$ cat src/hw/flp_pkg.sv
// package for the flash lock protection block
`default_nettype none
package flp_pkg;
  // ======================================================
  // fuse security byte layout and defaults
  localparam int FSB_DBL_SPEED = 7;   // double speed fuse position
  localparam int FSB_LDR_JUMP = 6;    // loader jump fuse position
  localparam int FSB_AUX_RAM = 3;     // aux ram fuse position
  localparam int FSB_LB_HIGH = 2;     // lock bit high
  localparam int FSB_LB_MID = 1;      // lock bit mid
  localparam int FSB_LB_LOW = 0;      // lock bit low
  localparam logic [7:0] FSB_DEFAULT = 8'hAB;   // 101x 1011b with x taken as 0
  localparam logic [7:0] FSB_ERASED = 8'hFF;    // inactive state after chip erase
  // ======================================================
  // extra flash page software registers
  localparam logic [7:0] LLB_DEFAULT = 8'hFF;   // loader lock byte reset
  localparam logic [7:0] BSB_DEFAULT = 8'hFF;   // boot status byte reset
  localparam logic [7:0] BVH_DEFAULT = 8'hFC;   // no customer loader
  localparam logic [7:0] LLB_RSVD_MASK = 8'hFC; // reserved bits 7..2
  localparam int LLB_LB_MID = 1;      // loader lock bit mid
  localparam int LLB_LB_LOW = 0;      // loader lock bit low
  // extra flash page indexes
  localparam logic [1:0] XFP_FSB = 2'h0;
  localparam logic [1:0] XFP_LLB = 2'h1;
  localparam logic [1:0] XFP_BSB = 2'h2;
  localparam logic [1:0] XFP_BVH = 2'h3;
  // ======================================================
  // memory map
  localparam logic [15:0] TOP_16K = 16'h3FFF;
  localparam logic [15:0] TOP_32K = 16'h7FFF;
  localparam logic [15:0] BOOT_LOADER_ADDR = 16'hF800;
  localparam logic [15:0] APP_START_ADDR = 16'h0000;
  // part identification, arbitrary neutral value
  localparam logic [7:0] PART_ID = 8'h3C;
  // ======================================================
  // protection levels
  typedef enum logic [1:0] {
    FLP_LVL1 = 2'b00,
    FLP_LVL2 = 2'b01,
    FLP_LVL3 = 2'b10,
    FLP_LVL4 = 2'b11
  } flp_level_t;
  // request kinds
  typedef enum logic [2:0] {
    FLP_OP_NONE = 3'b000,
    FLP_OP_PROG = 3'b001,   // flash byte program
    FLP_OP_VERIFY = 3'b010, // flash read back
    FLP_OP_ERASE = 3'b011,  // chip erase
    FLP_OP_ID = 3'b100,     // part identification read
    FLP_OP_XFP_WR = 3'b101, // extra flash page write
    FLP_OP_XFP_RD = 3'b110  // extra flash page read
  } flp_op_t;
  // request sources
  typedef enum logic [1:0] {
    FLP_SRC_PAR = 2'b00,
    FLP_SRC_ISP = 2'b01,
    FLP_SRC_API = 2'b10
  } flp_src_t;
  // programming request bundle
  typedef struct packed {
    logic valid;
    flp_op_t op;
    flp_src_t src;
    logic [1:0] xfp_idx;
    logic [7:0] wdata;
  } flp_req_t;
  // answer bundle
  typedef struct packed {
    logic done;
    logic granted;
    logic [7:0] rdata;
  } flp_rsp_t;
endpackage
`default_nettype wire
$ cat src/hw/flp_lock.sv
// flash lock decode, programming gate and fetch mapping
//
// Operation
// - all lock bits one: level 1, no restriction
// - level 2: latch pin; block table read, program
// - level 3 adds parallel verify refusal
// - level 4 default adds no external execution
// - one unprogrammed; highest programmed bit wins
// - chip erase clears fuse byte, erases flash
// - part identification readable at every level
// - fuse byte ships as 101x 1011b
// - fuse locks parallel only; loader lock isp
// - extra page reachable by parallel, isp, api
// - loader lock level 2 refuses isp programming
// - loader lock level 3 refuses isp verify too
// - internal flash fills lowest 16K or 32K
// - pin high: internal until pc passes top
// - pin low: every fetch external
// - loader jump fuse selects F800h or 0000h start
// - aux ram fuse programmed disables expanded ram
// - boot vector defaults FCh
`timescale 1ns/1ps
`default_nettype none
module flp_lock (
  input wire logic clk,
  input wire logic rst_n,
  input wire logic mem_32k,                 // memory size strap, 1 = 32K
  input wire logic code_source_select,      // code source pin
  input wire logic [15:0] pc,               // program counter of current fetch
  input wire logic table_read_ext,          // code table read from external code
  input wire flp_pkg::flp_req_t req,        // programming request
  output var flp_pkg::flp_rsp_t rsp,        // programming answer
  output logic flash_wr_en,                 // flash array write strobe
  output logic flash_erase_all,             // whole array erase strobe
  output logic fetch_external,              // fetch goes to external bus
  output logic table_read_block,            // table read returns no internal byte
  output logic ext_exec_fault,              // external fetch forbidden
  output logic [15:0] reset_vector,         // start address
  output logic aux_ram_en,                  // expanded ram enabled
  output logic double_speed,                // double speed mode
  output logic [7:0] fuse_security_byte,
  output logic [7:0] loader_lock_byte,
  output logic [7:0] boot_status_byte,
  output logic [7:0] boot_vector_high
);
  import flp_pkg::*;

  // ======================================================
  // stored fuses and extra page registers
  logic [7:0] next_fsb, next_llb, next_bsb, next_bvh;
  flp_rsp_t next_rsp;
  logic next_wr, next_erase;
  logic pin_latched;        // code source pin caught at reset release
  logic started;            // first cycle after reset seen
  logic next_pin_latched, next_started;
  flp_level_t par_lvl;      // parallel protection level
  flp_level_t isp_lvl;      // isp level, level 4 never used
  logic par_req, isp_req, prog_ok, verify_ok;

  // highest programmed bit selects level, lower bits ignored
  always_comb begin
    if (!fuse_security_byte[FSB_LB_HIGH]) begin
      par_lvl = FLP_LVL4;
    end else if (!fuse_security_byte[FSB_LB_MID]) begin
      par_lvl = FLP_LVL3;
    end else if (!fuse_security_byte[FSB_LB_LOW]) begin
      par_lvl = FLP_LVL2;
    end else begin
      par_lvl = FLP_LVL1;
    end
    if (!loader_lock_byte[LLB_LB_MID]) begin
      isp_lvl = FLP_LVL3;
    end else if (!loader_lock_byte[LLB_LB_LOW]) begin
      isp_lvl = FLP_LVL2;
    end else begin
      isp_lvl = FLP_LVL1;
    end
  end

  // permission decode per source; api is never gated by locks
  always_comb begin
    par_req = (req.src == FLP_SRC_PAR);
    isp_req = (req.src == FLP_SRC_ISP);
    prog_ok = 1'b1;
    verify_ok = 1'b1;
    if (par_req) begin
      prog_ok = (par_lvl == FLP_LVL1);
      verify_ok = (par_lvl == FLP_LVL1) || (par_lvl == FLP_LVL2);
    end else if (isp_req) begin
      prog_ok = (isp_lvl == FLP_LVL1);
      verify_ok = (isp_lvl != FLP_LVL3);
    end
  end

  // request handling; answer one cycle after the request
  always_comb begin
    next_fsb = fuse_security_byte;
    next_llb = loader_lock_byte;
    next_bsb = boot_status_byte;
    next_bvh = boot_vector_high;
    next_rsp = '0;
    next_wr = 1'b0;
    next_erase = 1'b0;
    if (req.valid) begin
      next_rsp.done = 1'b1;
      case (req.op)
        FLP_OP_PROG: begin
          next_rsp.granted = prog_ok;
          next_wr = prog_ok;
        end
        FLP_OP_VERIFY: begin
          next_rsp.granted = verify_ok;
        end
        FLP_OP_ERASE: begin
          // erase always allowed from parallel or isp side
          next_rsp.granted = 1'b1;
          next_erase = 1'b1;
          next_fsb = FSB_ERASED;
          next_llb = LLB_DEFAULT;
        end
        FLP_OP_ID: begin
          next_rsp.granted = 1'b1;
          next_rsp.rdata = PART_ID;
        end
        FLP_OP_XFP_RD: begin
          next_rsp.granted = 1'b1;
          case (req.xfp_idx)
            XFP_FSB: next_rsp.rdata = fuse_security_byte;
            XFP_LLB: next_rsp.rdata = loader_lock_byte;
            XFP_BSB: next_rsp.rdata = boot_status_byte;
            default: next_rsp.rdata = boot_vector_high;
          endcase
        end
        FLP_OP_XFP_WR: begin
          // fuse and loader lock writes program bits only, never back to one; keeps levels one-way
          next_rsp.granted = 1'b1;
          case (req.xfp_idx)
            XFP_FSB: begin
              next_rsp.granted = par_req;  // fuses only via programmer
              if (par_req) begin
                next_fsb = fuse_security_byte & req.wdata;
              end
            end
            XFP_LLB: next_llb = loader_lock_byte & (req.wdata | LLB_RSVD_MASK);
            XFP_BSB: begin
              next_rsp.granted = prog_ok;
              if (prog_ok) begin
                next_bsb = req.wdata;
              end
            end
            default: begin
              next_rsp.granted = prog_ok;
              if (prog_ok) begin
                next_bvh = req.wdata;
              end
            end
          endcase
        end
        default: next_rsp.done = 1'b1;
      endcase
    end
  end

  // ======================================================
  // fetch mapping and reset-sampled pin
  logic [15:0] top_addr;
  logic next_fetch_ext, next_tbl_block, next_ext_fault;
  logic [15:0] next_reset_vector;   // start address, registered one cycle after the fuse byte
  logic next_aux_ram_en, next_double_speed;
  logic eff_pin;
  always_comb begin
    top_addr = mem_32k ? TOP_32K : TOP_16K;
    next_started = 1'b1;
    // pin is latched once after reset at every level; latched value used only at level 2 or above
    next_pin_latched = started ? pin_latched : code_source_select;
    eff_pin = (par_lvl == FLP_LVL1) ? code_source_select : pin_latched;
    if (!eff_pin) begin
      next_fetch_ext = 1'b1;
    end else begin
      next_fetch_ext = (pc > top_addr);
    end
    next_tbl_block = table_read_ext && (par_lvl != FLP_LVL1);
    next_ext_fault = next_fetch_ext && (par_lvl == FLP_LVL4);
    // programmed (zero) jump fuse starts the loader
    next_reset_vector = fuse_security_byte[FSB_LDR_JUMP] ? APP_START_ADDR
                                                         : BOOT_LOADER_ADDR;
    next_aux_ram_en = fuse_security_byte[FSB_AUX_RAM];
    next_double_speed = !fuse_security_byte[FSB_DBL_SPEED];
  end

  // register everything; synchronous reset
  always_ff @(posedge clk) begin
    if (!rst_n) begin
      fuse_security_byte <= FSB_DEFAULT;
      loader_lock_byte <= LLB_DEFAULT;
      boot_status_byte <= BSB_DEFAULT;
      boot_vector_high <= BVH_DEFAULT;
      rsp <= '0;
      flash_wr_en <= 1'b0;
      flash_erase_all <= 1'b0;
      pin_latched <= 1'b1;
      started <= 1'b0;
      fetch_external <= 1'b0;
      table_read_block <= 1'b0;
      ext_exec_fault <= 1'b0;
      reset_vector <= BOOT_LOADER_ADDR;
      aux_ram_en <= 1'b1;
      double_speed <= 1'b0;
    end else begin
      fuse_security_byte <= next_fsb;
      loader_lock_byte <= next_llb;
      boot_status_byte <= next_bsb;
      boot_vector_high <= next_bvh;
      rsp <= next_rsp;
      flash_wr_en <= next_wr;
      flash_erase_all <= next_erase;
      pin_latched <= next_pin_latched;
      started <= next_started;
      fetch_external <= next_fetch_ext;
      table_read_block <= next_tbl_block;
      ext_exec_fault <= next_ext_fault;
      reset_vector <= next_reset_vector;
      aux_ram_en <= next_aux_ram_en;
      double_speed <= next_double_speed;
    end
  end

  // ======================================================
  // checks
  a_par_prog_lock: assert property (@(posedge clk) disable iff (!rst_n)
    req.valid && req.op == FLP_OP_PROG && req.src == FLP_SRC_PAR
    && !fuse_security_byte[FSB_LB_LOW] |=> !flash_wr_en && rsp.done && !rsp.granted)
    else $error("parallel program passed a lock");
  a_par_verify_lock: assert property (@(posedge clk) disable iff (!rst_n)
    req.valid && req.op == FLP_OP_VERIFY && req.src == FLP_SRC_PAR
    && !fuse_security_byte[FSB_LB_MID] |=> !rsp.granted)
    else $error("parallel verify passed level 3");
  a_isp_prog_lock: assert property (@(posedge clk) disable iff (!rst_n)
    req.valid && req.op == FLP_OP_PROG && req.src == FLP_SRC_ISP
    && !loader_lock_byte[LLB_LB_LOW] |=> !flash_wr_en)
    else $error("isp program passed a lock");
  a_isp_verify_lock: assert property (@(posedge clk) disable iff (!rst_n)
    req.valid && req.op == FLP_OP_VERIFY && req.src == FLP_SRC_ISP
    && !loader_lock_byte[LLB_LB_MID] |=> !rsp.granted)
    else $error("isp verify passed level 3");
  a_open_grant: assert property (@(posedge clk) disable iff (!rst_n)
    req.valid && req.op == FLP_OP_PROG && req.src == FLP_SRC_PAR
    && fuse_security_byte[FSB_LB_HIGH] && fuse_security_byte[FSB_LB_MID]
    && fuse_security_byte[FSB_LB_LOW] |=> flash_wr_en && rsp.granted)
    else $error("level 1 program refused");
  a_id_read: assert property (@(posedge clk) disable iff (!rst_n)
    req.valid && req.op == FLP_OP_ID |=> rsp.granted && rsp.rdata == PART_ID)
    else $error("part id not returned");
  a_erase_fuse: assert property (@(posedge clk) disable iff (!rst_n)
    req.valid && req.op == FLP_OP_ERASE |=> flash_erase_all
    && fuse_security_byte == FSB_ERASED)
    else $error("chip erase incomplete");
  a_ext_fault: assert property (@(posedge clk) disable iff (!rst_n)
    !fuse_security_byte[FSB_LB_HIGH] && !$past(fuse_security_byte[FSB_LB_HIGH])
    && fetch_external |-> ext_exec_fault)
    else $error("external execution not flagged at level 4");
endmodule
`default_nettype wire

$ cat config.mk
export PLATFORM = sky130hd
export DESIGN_NAME = flp_lock
export DESIGN_NICKNAME = d
export VERILOG_FILES = /design/src/hw/flp_pkg.sv /design/src/hw/flp_lock.sv
export SDC_FILE = /design/constraint.sdc
export NUM_CORES = 1
export LEC_CHECK = 0
export BUFFER_PORTS_ARGS = -buffer_cell sky130_fd_sc_hd__buf_2
export CAP_MARGIN = 20
export CORE_MARGIN = 5
export CORE_UTILIZATION = 46
export DETAILED_ROUTE_END_ITERATION = 6
export PLACE_DENSITY_LB_ADDON = 0.15
export SLEW_MARGIN = 10
export SYNTH_ARGS = -nofsm -noshare
export SYNTH_HDL_FRONTEND = slang
export SYNTH_SLANG_ARGS = --single-unit
$ cat constraint.sdc
create_clock -name clk -period 2.2 [get_ports clk]
set_clock_uncertainty 0.1 [all_clocks]
set_input_delay 0.33 -clock clk [delete_from_list [all_inputs] [get_ports clk]]
set_output_delay 0.33 -clock clk [all_outputs]
set_load 0.005 [all_outputs]
==> metrics.csv, run 1 <==
metric,value,unit
Crit Reg-Reg Startpoint,fuse_security_byte[1]$_SDFFE_PN1P_,
Cells after Synth,206,
global-route wire length before repair,8659,um
Post-Synth XOR/XNOR Area,0,%
total negative slack,0,ps
clock sink count,47,
Critical Path RT,2290,ps
Synth Area in Adders,0.5907,%
Total GRT Usage,17.54,%
diode count,0,
Crit path max-delay family,compound AO/OA/AOI/OAI gates,
die area,6062,um^2
Initial DRC Count,105,
Post-Place Setup Slack,205.0,ps
I/O pin count,102,
worst-skew pair later-pin latency,300,ps
Yosys warning count,0,
Area contributors post-synth,"dfxtp_1 44%, mux2i_1 7.6%, buf_4 7.4%",
worst IR drop on VDD,0.3581,mV
drt pass-1 iters,4,
"Net count, final",329,
largest area contributor in the netlist,dfxtp_1,
post-cts resize count,0,
Final Hold Viols,0,
Fillers,405,
pwr/cell area,604.0,nW/um^2
reg2reg end,boot_vector_high[2]$_SDFFE_PN1P_,
minimum clock period,1891,ps
pin count of the biggest net entering global routing,18,
CP Class,reg2reg,
Rows,24,
WP buf/inv,1,
number of synthesized flops with an enable pin,0,
WL final,5471,um
Hold EP,pin_latched$_SDFFE_PN1N_,
gpl congestion,0.8661,
max-cap violation count,0,
startpoint types,flip-flop,
worst hold path type,in2reg,
Final period util,85.97,%
CORE AREA,4414,um^2
drc violations,0,
die width,77.86,um
Routed Antenna Nets,0,
Root Driver,clkbuf_8,
Reg2Reg Setup Slack,310,ps
gr ovfl total,0,
Post-CTS Setup Inserts,0,
clock slew at reported path FFs,90,ps
post-DP HPWL,4214,um
Vias,1814,
share of layout cells above drive strength 1,40.07,%
largest family of logic cells by synthesized area,simple AND/OR/NAND/NOR gates,
setup violators final,0,
CTS Buf Count,5,
critical-path cell list,a311oi_1 > a2111oi_4 > buf_4 > mux2i_1 > nand2_1,
outcome,finished clean,
Worst-Margin Slew,877.4,ps
synthesized flop and latch total,47,
Post-Syn Area per Cell,10.28,um^2
worst reg2reg path depth,5,
die span in y,77.86,um
post-DR vias/cell,5.273,
worst setup path startpoint,fuse_security_byte[1]$_SDFFE_PN1P_,
post-synthesis cell type count,42,
CP Capture Type,flip-flop,
port bufs,90,
"most common cell after layout, fill and taps aside",buf_2,
simple-gate share of the synthesized area,15.42,%
RSZ-0062 raised after global routing,false,
Post-Syn Area,2118,um^2
post-synthesis mux area share,15.18,%
Final Max Tran Viols,0,
Avg WL per Cell,15.90,um
Synth top area share,44.42,%
hold_sp,code_source_select,
Synth Flop Type,dfxtp_1,
vias in the first global route,1748,
"Hold-fix buffers, CTS",0,
"Async S/R FF share, synth",0,%
Reg area,940.9,um^2
multi-input logic area,992.2,um^2
CP max FO,10,
register area share after synthesis,44.42,%
Static Leakage,1.141,nW
CTS tree,done,
compound-gate portion of the synthesized area,13.70,%
f_max,528.7,MHz
CP max-delay cell,a311oi_1,
worst setup margin,308.7,ps
WHS Path Cells,3,
crit path DAT,1980,ps
Max stage delay on crit path,790,ps
Max clock buf depth,2,
Area Growth Syn to Fin,22.92,%
most frequent cells in the layout,"90 x buf_2, 47 x dfxtp_1, 26 x nand2_1, 16 x mux2i_1",
antenna violations before repair,0,
H-tree Lvls,2,
Relative slew margins,41.11,%
Initial Util,47.99,%
-- layer usage --
metal	vias up	global-route usage (%)	routed length [um]
met5	-	0	0
met4	0	6.357	133
met3	13	5.556	416
met2	71	29.05	2637
met1	853	21.26	2284
li1	877	-	-
-- how the worst max path moves through the flow --
stage	endpoint	slack, ps	cells past startpoint
finish	boot_vector_high[2]$_SDFFE_PN1P_	310	5
floorplan	boot_status_byte[2]$_SDFFE_PN1P_	370	5
detailed placement	fuse_security_byte[5]$_SDFFE_PN1P_	200	5
global placement	fuse_security_byte[5]$_SDFFE_PN1P_	170	5
global route	boot_vector_high[6]$_SDFFE_PN1P_	240	5
CTS	boot_vector_high[2]$_SDFFE_PN1P_	310	5
-- registers in the layout, summed over array words and instances, names as in the netlist --
register / count
rsp: 10
boot_status_byte: 8
boot_vector_high: 8
fuse_security_byte: 8
loader_lock_byte: 3
aux_ram_en: 1
double_speed: 1
ext_exec_fault: 1
fetch_external: 1
flash_erase_all: 1
flash_wr_en: 1
pin_latched: 1
reset_vector: 1
started: 1
table_read_block: 1
-- metrics by stage --
stage	hold WS [ps]	area [um^2]	std cells	util, %	power [mW]
2_1_floorplan	257.7	2156	216	-	1.011
3_5_place_dp	313.5	2516	336	57.00	1.077
3_3_place_gp	315.6	2516	336	57.00	1.075
5_1_grt	167.3	2604	344	58.99	1.645
4_1_cts	157.2	2604	344	58.99	1.592
6_report	164.6	2604	344	58.99	1.573
-- cells by family after synthesis --
kind of cell / Yosys count
simple gates: 63
other cells: 1
compound gates: 36
flops: 47
buf+inv: 34
mux: 24
fa+ha+maj: 1
-- cells in the mapped netlist, types with 4 or more instances --
| cell | n |
|---|---|
| dfxtp_1 | 47 |
| nand3_1 | 4 |
| o21ai_0 | 4 |
| nand2_1 | 26 |
| nand4_1 | 4 |
| clkbuf_1 | 4 |
| mux4_2 | 5 |
| inv_1 | 6 |
| nand2b_1 | 4 |
| o22a_1 | 5 |
| mux2i_1 | 16 |
| nor2b_1 | 7 |
| a21oi_1 | 11 |
| nor2_1 | 6 |
| buf_4 | 21 |
-- layout make-up --
cell class,instances,area share [%]
Clock buffer,5,2.643
Timing Repair Buffer,96,19.03
Multi-Input combinational cell,135,38.11
Sequential cell,47,36.14
Tap cell,52,2.499
Clock inverter,3,0.7208
Inverter,6,0.8650
-- worst reg2reg max path, cell delays in order (launching register included) --
cell and delay (ps):
dfxtp_1 380, a311oi_1 790, a2111oi_4 50, buf_4 230, mux2i_1 180, nand2_1 70
-- report_power, final --
part,switching (mW),internal (mW)
sequential,0.00997,0.869
combinational,0.0979,0.0804
clock,0.291,0.224
total,0.399,1.17
Power figures use the tool's default switching activity.
==> inputs of run 2 (changes only) <==
--- a/config.mk
+++ b/config.mk
@@ -10,7 +10,7 @@
 export CORE_MARGIN = 5
 export CORE_UTILIZATION = 46
 export DETAILED_ROUTE_END_ITERATION = 6
-export PLACE_DENSITY_LB_ADDON = 0.15
+export PLACE_DENSITY = 0.83
 export SLEW_MARGIN = 10
 export SYNTH_ARGS = -nofsm -noshare
 export SYNTH_HDL_FRONTEND = slang
==> metrics.csv, run 2 (synthesis gave the netlist of run 1 again) <==
metric,value,unit,change
clock sink count,47,,unchanged
CORE AREA,4414,um^2,unchanged
clock slew at reported path FFs,80,ps,was 90 ps
Vias,1846,,was 1814
RSZ-0062 raised after global routing,false,,unchanged
Relative slew margins,64.32,%,was 41.11%
worst hold path type,in2reg,,unchanged
total negative slack,0,ps,unchanged
CTS Buf Count,5,,unchanged
pwr/cell area,639.0,nW/um^2,was 604.0 nW/um^2
Avg WL per Cell,15.93,um,was 15.90 um
H-tree Lvls,2,,unchanged
Root Driver,clkbuf_8,,unchanged
die span in y,77.86,um,unchanged
"Net count, final",330,,was 329
pin count of the biggest net entering global routing,23,,was 18
Top reg by flops,rsp,,unchanged
setup violators final,0,,unchanged
Post-CTS Setup Inserts,0,,unchanged
minimum clock period,1773,ps,was 1891 ps
"non-filler cells, final",345,,was 344
Max clock buf depth,2,,unchanged
Area Growth Syn to Fin,24.45,%,was 22.92%
post-cts resize count,0,,unchanged
global-route wire length before repair,8418,um,was 8659 um
GR Util met1,21.83,%,was 21.26%
Worst-Margin Slew,534.1,ps,was 877.4 ps
port bufs,90,,unchanged
I/O pin count,102,,unchanged
worst IR drop on VDD,0.5080,mV,was 0.3581 mV
drc violations,0,,unchanged
most frequent cells in the layout,"90 x buf_2, 47 x dfxtp_1, 26 x nand2_1, 16 x mux2i_1",,unchanged
share of layout cells above drive strength 1,40.27,%,was 40.07%
vias in the first global route,1723,,was 1748
WL final,5496,um,was 5471 um
gpl congestion,0.8242,,was 0.8661
crit path DAT,1860,ps,was 1980 ps
Routed Antenna Nets,0,,unchanged
worst-skew pair later-pin latency,300,ps,about the same
placed insts,337,,was 336
outcome,finished clean,,unchanged
die area,6062,um^2,unchanged
Critical Path RT,2290,ps,about the same
Final Max Tran Viols,0,,unchanged
Static Leakage,1.156,nW,was 1.141 nW
met2 usage,28.55,%,was 29.05%
Final Hold Viols,0,,unchanged
CP Capture Type,flip-flop,,unchanged
gr ovfl total,0,,unchanged
"most common cell after layout, fill and taps aside",buf_2,,unchanged
Initial DRC Count,117,,was 105
startpoint types,input pin,,was flip-flop
Total GRT Usage,17.18,%,was 17.54%
Total Power,1.685,mW,was 1.573 mW
drt pass-1 iters,4,,unchanged
post-DP HPWL,4192,um,was 4214 um
CP Class,in2reg,,was reg2reg
f_max,564.1,MHz,was 528.7 MHz
Initial Util,47.99,%,unchanged
Rows,24,,unchanged
Final period util,80.58,%,was 85.97%
CTS tree,done,,unchanged
antenna violations before repair,0,,unchanged
diode count,0,,unchanged
post-DR vias/cell,5.351,,was 5.273
met3 usage,5.093,%,was 5.556%
max FFs per register,10,,unchanged
die width,77.86,um,unchanged
GRT busiest layer,met2,,unchanged
"Hold-fix buffers, CTS",0,,unchanged
max-cap violation count,0,,unchanged
CP max FO,12,,was 10
==> run 2: cell type report <==
cell class,count,area (um^2)
fillers,402,1778
multi-input cells,135,992.2
flip-flops and latches,47,940.9
repair buffers,97,503.0
clock buffers,5,68.82
well taps,52,65.06
clock inverters,3,43.79
inverters,6,22.52
==> run 2: per-stage QoR <==
stage	util, %	setup WS (ps)	hold WS [ps]	area (um^2)
6_report	59.72	427.2	164.4	2636
5_1_grt	59.72	337.7	166.3	2636
4_1_cts	59.72	458.4	160.6	2636
3_5_place_dp	57.17	140.1	307.0	2524
3_3_place_gp	57.17	183.1	306.7	2524
2_1_floorplan	-	372.6	257.7	2156
==> run 2: final timing paths <==
kind                                                          from                                 end  slack (ps)  cells after the start
worst max-delay path                                       req[14]  fuse_security_byte[0]$_SDFFE_PN1P_         430                      5
worst min-delay path                                table_read_ext         table_read_block$_SDFF_PN0_         160                      2
worst max register to register    loader_lock_byte[1]$_SDFFE_PN1P_    boot_vector_high[6]$_SDFFE_PN1P_         480                      5
worst min register to register  fuse_security_byte[6]$_SDFFE_PN0P_         reset_vector[14]$_SDFF_PN1_         330                      1
==> run 2: power breakdown <==
part           total (mW)  switching, mW  internal, mW
logic               0.179         0.0983        0.0805
registers           0.879        0.00943         0.869
clock network       0.627          0.289         0.338
total                1.68          0.396          1.29
==> run 2: per-layer routing <==
metal | part of all wire (%) | wire, um | up-vias
li1 | - | - | 878
met1 | 40 | 2190 | 875
met2 | 51 | 2800 | 85
met3 | 8.2 | 450 | 8
met4 | 1.0 | 55 | 0
met5 | 0 | 0 | -
==> run 2: worst max-delay path, cell delays in order <==
cell,delay (ps)
buf_2,220
and4b_1,300
nand2b_1,290
or3_1,500
o22a_1,220
